$ cat src/shared/wbsr_regs.vh
`ifndef WBSR_REGS_VH
`define WBSR_REGS_VH

// register addresses on the 7-bit serial register port
`define WBSR_ADDR_LIN_FAULT 7'h45
`define WBSR_ADDR_WAKE_MAIN 7'h46
`define WBSR_ADDR_WAKE_GPIO 7'h47
`define WBSR_ADDR_LEVELS 7'h48

// reset values
`define WBSR_RST_LIN_FAULT 8'h00
`define WBSR_RST_WAKE_MAIN 8'h00
`define WBSR_RST_WAKE_GPIO 8'h00
`define WBSR_RST_LEVELS 8'h00

// implemented bits, all others read zero
`define WBSR_MASK_LIN_FAULT 8'h06
`define WBSR_MASK_WAKE_MAIN 8'hF7
`define WBSR_MASK_WAKE_GPIO 8'h30
`define WBSR_MASK_LEVELS 8'hF7

// field positions
`define WBSR_FAULT_LO 1
`define WBSR_FAULT_HI 2
`define WBSR_WK_LIN2 7
`define WBSR_WK_LIN1 6
`define WBSR_WK_CAN 5
`define WBSR_WK_TIMER 4
`define WBSR_WK_IN3 2
`define WBSR_WK_IN2 1
`define WBSR_WK_IN1 0
`define WBSR_WK_GPIO2 5
`define WBSR_WK_GPIO1 4
`define WBSR_LVL_DEV 7
`define WBSR_LVL_INTERRUPT_PULLUP_CONFIG_STATUS 6
`define WBSR_LVL_GPIO2 5
`define WBSR_LVL_GPIO1 4

// fault codes
`define WBSR_CODE_NONE 2'h0
`define WBSR_CODE_TSD 2'h1
`define WBSR_CODE_TXD_DOM 2'h2
`define WBSR_CODE_BUS_DOM 2'h3

// timing
`define WBSR_CLK_KHZ 20000
`define WBSR_DOM_TIMEOUT_MS 20
`define WBSR_DOM_TIMEOUT_CYC (`WBSR_DOM_TIMEOUT_MS * `WBSR_CLK_KHZ)
`define WBSR_TX_EN_TIME_US 10
`define WBSR_TX_EN_CYC (`WBSR_TX_EN_TIME_US * `WBSR_CLK_KHZ / 1000)

`endif

$ cat src/logic/wbsr_lin_fault.v
`timescale 1ns/1ps
`include "wbsr_regs.vh"

module wbsr_lin_fault #(
  parameter CNT_W = 20,
  parameter [CNT_W-1:0] DOM_TIMEOUT = `WBSR_DOM_TIMEOUT_CYC,
  parameter [CNT_W-1:0] TX_EN_TIME = `WBSR_TX_EN_CYC
) (
  // clock and reset
  input wire sys_clk,
  input wire sys_rst,
  // transceiver status
  input wire trx_active,
  input wire tx_in,
  input wire bus_recessive,
  input wire thermal_shutdown,
  input wire supply_ok,
  // fault result
  output reg fault_event,
  output reg [1:0] fault_code,
  output reg tx_enable
);

  reg [CNT_W-1:0] txd_cnt;
  reg [CNT_W-1:0] bus_cnt;
  reg [CNT_W-1:0] en_cnt;
  reg second_lin_tx_stuck_dominant;
  reg second_lin_bus_stuck_dominant;
  reg tsd_seen;
  wire txd_hit;
  wire bus_hit;
  wire tsd_hit;
  wire any_fault;

  assign txd_hit = trx_active && !tx_in && (txd_cnt == DOM_TIMEOUT) && !second_lin_tx_stuck_dominant;
  assign bus_hit = trx_active && !bus_recessive && (bus_cnt == DOM_TIMEOUT) && !second_lin_bus_stuck_dominant;
  assign tsd_hit = thermal_shutdown && !tsd_seen;
  assign any_fault = second_lin_tx_stuck_dominant || second_lin_bus_stuck_dominant || thermal_shutdown
    || !supply_ok;

  always @(posedge sys_clk) begin
    if (sys_rst) begin
      txd_cnt <= {CNT_W{1'b0}};
      bus_cnt <= {CNT_W{1'b0}};
      en_cnt <= {CNT_W{1'b0}};
      second_lin_tx_stuck_dominant <= 1'b0;
      second_lin_bus_stuck_dominant <= 1'b0;
      tsd_seen <= 1'b0;
      fault_event <= 1'b0;
      fault_code <= `WBSR_CODE_NONE;
      tx_enable <= 1'b0;
    end else begin
      // dominant timers count up to the timeout and hold there
      if (!trx_active || tx_in)
        txd_cnt <= {CNT_W{1'b0}};
      else if (txd_cnt != DOM_TIMEOUT)
        txd_cnt <= txd_cnt + 1'b1;
      if (!trx_active || bus_recessive)
        bus_cnt <= {CNT_W{1'b0}};
      else if (bus_cnt != DOM_TIMEOUT)
        bus_cnt <= bus_cnt + 1'b1;
      // recovery on txd high or transceiver wake-capable/off
      if (tx_in || !trx_active)
        second_lin_tx_stuck_dominant <= 1'b0;
      else if (txd_hit)
        second_lin_tx_stuck_dominant <= 1'b1;
      // recovery on recessive bus or transceiver wake-capable/off
      if (bus_recessive || !trx_active)
        second_lin_bus_stuck_dominant <= 1'b0;
      else if (bus_hit)
        second_lin_bus_stuck_dominant <= 1'b1;
      tsd_seen <= thermal_shutdown;
      fault_event <= bus_hit || txd_hit || tsd_hit;
      if (bus_hit)
        fault_code <= `WBSR_CODE_BUS_DOM;
      else if (txd_hit)
        fault_code <= `WBSR_CODE_TXD_DOM;
      else if (tsd_hit)
        fault_code <= `WBSR_CODE_TSD;
      // undervoltage lifts with the comparator, then txd must stay high
      if (any_fault || !tx_in || !trx_active) begin
        en_cnt <= {CNT_W{1'b0}};
        if (any_fault || !trx_active)
          tx_enable <= 1'b0;
      end else if (en_cnt != TX_EN_TIME) begin
        en_cnt <= en_cnt + 1'b1;
      end else begin
        tx_enable <= 1'b1;
      end
    end
  end

endmodule // wbsr_lin_fault

$ cat src/logic/wbsr_top.v
`timescale 1ns/1ps
`include "wbsr_regs.vh"

// Behaviour
// - second LIN fault code at bits 2:1: 00 none, 01 thermal, 10 txd dominant >20ms.
// - code 11 is loaded when the bus stays dominant over 20ms.
// - reserved bits in all four registers always read zero.
// - txd timeout recovers on txd high or transceiver wake-capable/off.
// - bus timeout recovers on recessive bus or transceiver wake-capable/off.
// - undervoltage recovers as soon as the supply comparator reports good supply.
// - transmission resumes only after txd stays high for the enable time.
// - one latched wake flag per source at the fixed bit positions.
// - wake out of fail-safe also sets the responsible source flag.
// - level bit 7 shows development mode selected by the test pin.
// - level bit 6 shows the interrupt pin pull-up configuration strap.
// - level bits show wake inputs 1..3 at 0..2 and gpios at 4/5.
// - gpio levels refresh in normal and stop modes for wake/switch configs.
// - in cyclic sense, wake input levels hold samples, rewritten per sample.
// - gpio levels are never taken from cyclic samples.
// - a gpio-selected pin shows its level even when used as a switch.
// - fault register resets to zero; restart keeps the code only.

module wbsr_top #(
  parameter CNT_W = 20,
  parameter [CNT_W-1:0] DOM_TIMEOUT = `WBSR_DOM_TIMEOUT_CYC,
  parameter [CNT_W-1:0] TX_EN_TIME = `WBSR_TX_EN_CYC
) (
  // clock and reset
  input wire sys_clk,
  input wire sys_rst,
  input wire soft_rst,
  input wire restart,
  // register port
  input wire [6:0] reg_addr,
  input wire reg_rd,
  input wire reg_clr,
  output reg [7:0] reg_rdata,
  output reg reg_rvalid,
  // second LIN transceiver
  input wire lin2_active,
  input wire lin2_tx_in,
  input wire lin2_bus_recessive,
  input wire lin2_thermal_shutdown,
  input wire lin2_supply_ok,
  output reg lin2_tx_enable,
  // wake events, one-cycle pulses
  input wire [6:0] wake_event_main,
  input wire [1:0] wake_event_gpio,
  input wire failsafe_wake,
  input wire [8:0] failsafe_wake_src,
  // pin levels and modes
  input wire [2:0] wake_in_pin,
  input wire [1:0] gpio_pin,
  input wire [1:0] gpio_selected,
  input wire [1:0] gpio_level_cfg,
  input wire mode_normal_stop,
  input wire cyclic_sense,
  input wire sample_strobe,
  input wire test_fail_output_pin,
  input wire int_pullup_strap,
  // debug copies of the status registers
  output reg [1:0] second_lin_fault_code,
  output reg [7:0] wake_flags_out
);

  reg [7:0] lin_second_fault_status;
  reg [7:0] wake_source_flags_main;
  reg [7:0] wake_source_flags_gpio;
  reg [7:0] wake_input_levels;
  reg strap_taken;
  reg [7:0] next_wake_main;
  reg [7:0] next_wake_gpio;
  reg [7:0] set_main;
  reg [7:0] set_gpio;
  reg [7:0] rd_mux;
  wire flt_event;
  wire [1:0] flt_code;
  wire flt_tx_enable;
  wire clr_fault;
  wire clr_main;
  wire clr_gpio;
  wire any_rst;

  assign any_rst = sys_rst || soft_rst;
  assign clr_fault = reg_clr && (reg_addr == `WBSR_ADDR_LIN_FAULT);
  assign clr_main = reg_clr && (reg_addr == `WBSR_ADDR_WAKE_MAIN);
  assign clr_gpio = reg_clr && (reg_addr == `WBSR_ADDR_WAKE_GPIO);

  wbsr_lin_fault #(
    .CNT_W(CNT_W),
    .DOM_TIMEOUT(DOM_TIMEOUT),
    .TX_EN_TIME(TX_EN_TIME)
  ) u_lin_fault (
    .sys_clk(sys_clk),
    .sys_rst(any_rst),
    .trx_active(lin2_active),
    .tx_in(lin2_tx_in),
    .bus_recessive(lin2_bus_recessive),
    .thermal_shutdown(lin2_thermal_shutdown),
    .supply_ok(lin2_supply_ok),
    .fault_event(flt_event),
    .fault_code(flt_code),
    .tx_enable(flt_tx_enable)
  );

  // wake set vectors, live event or fail-safe exit source
  always @* begin
    set_main = 8'h00;
    set_gpio = 8'h00;
    set_main[`WBSR_WK_IN1] = wake_event_main[0] || (failsafe_wake && failsafe_wake_src[0]);
    set_main[`WBSR_WK_IN2] = wake_event_main[1] || (failsafe_wake && failsafe_wake_src[1]);
    set_main[`WBSR_WK_IN3] = wake_event_main[2] || (failsafe_wake && failsafe_wake_src[2]);
    set_main[`WBSR_WK_TIMER] = wake_event_main[3] || (failsafe_wake && failsafe_wake_src[3]);
    set_main[`WBSR_WK_CAN] = wake_event_main[4] || (failsafe_wake && failsafe_wake_src[4]);
    set_main[`WBSR_WK_LIN1] = wake_event_main[5] || (failsafe_wake && failsafe_wake_src[5]);
    set_main[`WBSR_WK_LIN2] = wake_event_main[6] || (failsafe_wake && failsafe_wake_src[6]);
    set_gpio[`WBSR_WK_GPIO1] = wake_event_gpio[0] || (failsafe_wake && failsafe_wake_src[7]);
    set_gpio[`WBSR_WK_GPIO2] = wake_event_gpio[1] || (failsafe_wake && failsafe_wake_src[8]);
  end

  // sticky flags, set wins over a clear in the same cycle
  always @* begin
    next_wake_main = ((clr_main ? 8'h00 : wake_source_flags_main) | set_main) & `WBSR_MASK_WAKE_MAIN;
    next_wake_gpio = ((clr_gpio ? 8'h00 : wake_source_flags_gpio) | set_gpio) & `WBSR_MASK_WAKE_GPIO;
  end

  // fault register
  always @(posedge sys_clk) begin
    if (any_rst) begin
      lin_second_fault_status <= `WBSR_RST_LIN_FAULT;
    end else if (restart) begin
      lin_second_fault_status <= lin_second_fault_status & `WBSR_MASK_LIN_FAULT;
    end else if (flt_event) begin
      lin_second_fault_status <= {5'h00, flt_code, 1'b0};
    end else if (clr_fault) begin
      lin_second_fault_status <= `WBSR_RST_LIN_FAULT;
    end
  end

  // wake flag registers, restart keeps their contents
  always @(posedge sys_clk) begin
    if (any_rst) begin
      wake_source_flags_main <= `WBSR_RST_WAKE_MAIN;
      wake_source_flags_gpio <= `WBSR_RST_WAKE_GPIO;
    end else begin
      wake_source_flags_main <= next_wake_main;
      wake_source_flags_gpio <= next_wake_gpio;
    end
  end

  // level register
  always @(posedge sys_clk) begin
    if (any_rst) begin
      wake_input_levels <= `WBSR_RST_LEVELS;
      strap_taken <= 1'b0;
    end else begin
      // configuration strap caught once after reset release
      if (!strap_taken) begin
        strap_taken <= 1'b1;
        wake_input_levels[`WBSR_LVL_INTERRUPT_PULLUP_CONFIG_STATUS] <= int_pullup_strap;
      end
      wake_input_levels[`WBSR_LVL_DEV] <= test_fail_output_pin;
      // wake inputs: live, or the latest sample in cyclic sense
      if (!cyclic_sense || sample_strobe)
        wake_input_levels[2:0] <= wake_in_pin;
      wake_input_levels[3] <= 1'b0;
      // gpios follow the pin directly, never the cyclic sample
      if (gpio_selected[0] && (!gpio_level_cfg[0] || mode_normal_stop))
        wake_input_levels[`WBSR_LVL_GPIO1] <= gpio_pin[0];
      if (gpio_selected[1] && (!gpio_level_cfg[1] || mode_normal_stop))
        wake_input_levels[`WBSR_LVL_GPIO2] <= gpio_pin[1];
    end
  end

  // read decode
  always @* begin
    if (reg_addr == `WBSR_ADDR_LIN_FAULT)
      rd_mux = lin_second_fault_status & `WBSR_MASK_LIN_FAULT;
    else if (reg_addr == `WBSR_ADDR_WAKE_MAIN)
      rd_mux = wake_source_flags_main & `WBSR_MASK_WAKE_MAIN;
    else if (reg_addr == `WBSR_ADDR_WAKE_GPIO)
      rd_mux = wake_source_flags_gpio & `WBSR_MASK_WAKE_GPIO;
    else if (reg_addr == `WBSR_ADDR_LEVELS)
      rd_mux = wake_input_levels & `WBSR_MASK_LEVELS;
    else
      rd_mux = 8'h00;
  end

  // registered outputs
  always @(posedge sys_clk) begin
    if (any_rst) begin
      reg_rdata <= 8'h00;
      reg_rvalid <= 1'b0;
      lin2_tx_enable <= 1'b0;
      second_lin_fault_code <= `WBSR_CODE_NONE;
      wake_flags_out <= 8'h00;
    end else begin
      reg_rvalid <= reg_rd;
      if (reg_rd)
        reg_rdata <= rd_mux;
      lin2_tx_enable <= flt_tx_enable;
      second_lin_fault_code <= lin_second_fault_status[`WBSR_FAULT_HI:`WBSR_FAULT_LO];
      wake_flags_out <= wake_source_flags_main;
    end
  end

endmodule // wbsr_top

$ cat config.mk
export PLATFORM = sky130hd
export DESIGN_NAME = wbsr_top
export DESIGN_NICKNAME = d
export VERILOG_FILES = /design/src/logic/wbsr_lin_fault.v /design/src/logic/wbsr_top.v
export VERILOG_INCLUDE_DIRS = /design/src /design/src/shared
export SDC_FILE = /design/constraint.sdc
export NUM_CORES = 1
export LEC_CHECK = 0
export ABC_AREA = 0
export BUFFER_PORTS_ARGS = -buffer_cell sky130_fd_sc_hd__buf_2
export CAP_MARGIN = 20
export CORE_MARGIN = 2
export CORE_UTILIZATION = 61
export DETAILED_ROUTE_END_ITERATION = 10
export HOLD_SLACK_MARGIN = 0.05
export PLACE_DENSITY = 0.82
export REMOVE_ABC_BUFFERS = 1
export SKIP_LAST_GASP = 1
export SYNTH_ARGS = -nofsm -noshare
export SYNTH_HDL_FRONTEND = slang
export SYNTH_SLANG_ARGS = --single-unit
$ cat constraint.sdc
create_clock -name sys_clk -period 5.1 [get_ports sys_clk]
set_input_delay 0.51 -clock sys_clk [delete_from_list [all_inputs] [get_ports sys_clk]]
set_output_delay 0.51 -clock sys_clk [all_outputs]
set_load 0.02 [all_outputs]
==> results.yml <==
status:
  outcome: "completed"
yosys:
  muxShareOfSynthArea_pct: 1.28
  synth_compound_area_share_pct: 14.0
  syn_area_per_cell_um2: 8.67
  syn_area_um2: 4690
  synth_cells: 541
  ys.flop_type: "dfxtp_1"
  yosysWarningCount: 0
  ys_async_sr_fraction_pct: 0
  synth-adder-area-share_pct: 1.60
  synth_xor_area_share_pct: 5.42
  synth.distinct_cells: 51
  ys_seq_area_share_pct: 44.4
  synth_edf_count: 0
  yosys_register_bits: 104
  synthSimpleGateAreaFrac_pct: 30.4
  synth_top_family_by_area: "simple AND/OR/NAND/NOR gates"
drt:
  vias: 4148
  drtAntennaViolNets: 0
  wirelength_mm: 10.3
  drt-initial-drc-count: 205
  drt_pass1_iterations: 5
  wire_per_inst_um: 14.5
  viasPerCell: 5.83
  drcViolationCount: 0
power_and_ir_drop:
  seqPwrFrac_pct: 59.9
  power_switching_share_pct: 24.3
  combPwrFrac_pct: 5.0
  powerDensity_nw_per_um2: 262
  vdd_drop_max_v: 0.000174
  p_total_mw: 1.38
  power_frac_clock_pct: 35.1
  p_leak_nw: 1.89
  switchingPower_uw: 336
  p_int_mw: 1.05
cts:
  clock_latency_ps: 370
  clock_path_buffers: 2
  cts_hold_buf: 0
  cts-root-buf: "clkbuf_8"
  clkSlewWorstSetupHoldPaths_ps: 100
  cts_made_buffers: 9
  h-tree-depth: 3
  cts_resized: 0
  cts_tree: "yes"
  clock_sinks: 104
  postCtsSetupRepairBufs: 0
worst_setup_path:
  rr_endpoint: "u_lin_fault.bus_cnt[18]"
  cp.depth: 6
  crit_chain: "buf_2 > or2_2 > inv_1 > nand3b_1 > or4_1 > o211ai_1"
  rr_startpoint: "u_lin_fault.bus_cnt[0]"
  critPathTopFamily: "simple AND/OR/NAND/NOR gates"
  cp_data_required_time_ps: 5390
  crit_type: "input pin to register"
  cp_slowest_cell: "or4_1"
  worst_setup_path_end_kind: "register"
  r2r_cells: 5
  crit_end: "u_lin_fault.fault_event"
  cp_max_fo: 22
  reg2reg_setup_slack_ps: 3100
  critPathArrivalTime_ps: 2980
  critPathLaunch: "soft_rst"
  start_kind: "input pin"
  critPathBufInv: 2
  max_stage_delay_ps: 730
placement:
  place_hpwl_mm: 7.60
  gp_congestion: 0.842
  numPortBuffers: 68
  place_inst: 695
  postPlaceCellArea_um2: 5090
layout:
  fin_cells: 711
  layout_commonest_cell: "dfxtp_1"
  final_cell_mix: "104 x dfxtp_1, 68 x buf_2, 51 x nor2_1"
  layout-drive-gt1-share_pct: 15.0
  diodes: 0
  finalNetCount: 664
  fillCellCount: 583
  final_util_pct: 72.1
  area_growth_pct: 12.7
  fin_area_um2: 5280
floorplan:
  rows: 31
  core_region_area_um2: 7330
  die-area_um2: 8400
  initial_core_util_pct: 64.0
  ios: 71
  die_y_um: 91.7
  die_x_um: 91.7
sta:
  hold_violations: 0
  fmax_mhz: 372
  rsz0062_at_grt: "no"
  tightestPinTransition_ps: 781
  maxSlewViolCount: 0
  min_period_ps: 2690
  fin_worst_skew_ps: 16.8
  fin_crit_sh_pct: 52.8
  setup_viol: 0
  slew_headroom_pct: 47.8
  tns_ps: 0
global_route:
  grt_max_degree: 23
  grt_pass1_wl_mm: 17.0
  antenna_found_initial: 0
  grt_use_total_pct: 25.0
  grt-ovfl-total: 0
  grt_pass1_vias: 3696
job:
  cap_violations: 0
hold_path:
  min_path_type: "input pin to register"
## cells by family (layout without fill, tap and decap cells)
kind of cell / Yosys count / after routing
simple gates: 251 / 251
compound gates: 111 / 111
flops: 104 / 104
buf+inv: 33 / 103
xor+xnor: 29 / 29
fa+ha+maj: 6 / 6
mux: 6 / 6
other cells: 1 / 2
## through the flow
step | setup slack, ps | hold WS (ps)
floorplan | 2650 | 427
global placement | 2080 | 447
detailed placement | 1990 | 439
CTS | 2360 | 352
global route | 2150 | 345
finish | 2410 | 366
## worst min path at each step
stage / start / end / slack, ps / cells after the start
2_1_floorplan: u_lin_fault.fault_code[0] / lin_second_fault_status[1] / 430 / 2
3_3_place_gp: reg_rdata[6] / reg_rdata[6] / 450 / 1
3_5_place_dp: reg_rdata[1] / reg_rdata[1] / 440 / 2
4_1_cts: test_fail_output_pin / wake_input_levels[7] / 350 / 2
5_1_grt: test_fail_output_pin / wake_input_levels[7] / 340 / 2
6_report: test_fail_output_pin / wake_input_levels[7] / 370 / 2
## layout make-up
cell class	instances	area, um^2	share of cell area (%)
Clock buffer	10	138	2.61
Multi-Input combinational cell	405	2480	46.9
Timing Repair Buffer	68	340	6.44
Clock inverter	6	50.0	0.947
Tap cell	99	124	2.34
Inverter	19	71.3	1.35
Sequential cell	104	2080	39.4
## synthesized netlist by cell type, drive strengths merged (7+ instances only)
cell type | count | area (um^2)
and4 | 11 | 96.3
and3 | 10 | 62.6
inv | 19 | 71.3
nand2b | 7 | 43.8
nand4 | 14 | 103
dfxtp | 104 | 2080
and2 | 16 | 100
clkbuf | 8 | 30.0
nor4 | 12 | 90.1
nor2b | 8 | 50.1
nand3 | 32 | 165
nor2 | 51 | 191
nand2 | 32 | 120
or4 | 9 | 67.6
a21oi | 43 | 215
xnor2 | 18 | 158
o21ai | 40 | 200
xor2 | 11 | 96.3
or3 | 17 | 111
nor3 | 15 | 75.1
## registers in the layout, indices dropped and copies added, names as in the netlist, 2 cells and up
signal and flops:
u_lin_fault.bus_cnt 20, u_lin_fault.en_cnt 20, u_lin_fault.txd_cnt 20, reg_rdata 7, wake_flags_out 7, wake_input_levels 7, wake_source_flags_main 7, lin_second_fault_status 2
second_lin_fault_code 2, u_lin_fault.fault_code 2, wake_source_flags_gpio 2
## power by group through the flow
stage	Combinational, mW	Clock, mW	Sequential (mW)
2_1_floorplan	0.0323	0	0.848
5_1_grt	0.0770	0.532	0.831
4_1_cts	0.0699	0.496	0.829
3_5_place_dp	0.0696	0	0.848
3_3_place_gp	0.0672	0	0.847
6_report	0.0698	0.486	0.829
## routing by layer
layer / vias up / share of wire, % / track usage, %
met5: - / 0 / 0
met4: 0 / 1.4 / 9.97
met3: 11 / 5.0 / 3.86
met2: 112 / 49 / 41.4
met1: 1939 / 44 / 32.6
li1: 2086 / - / -
(Power assumes the default switching activity.)
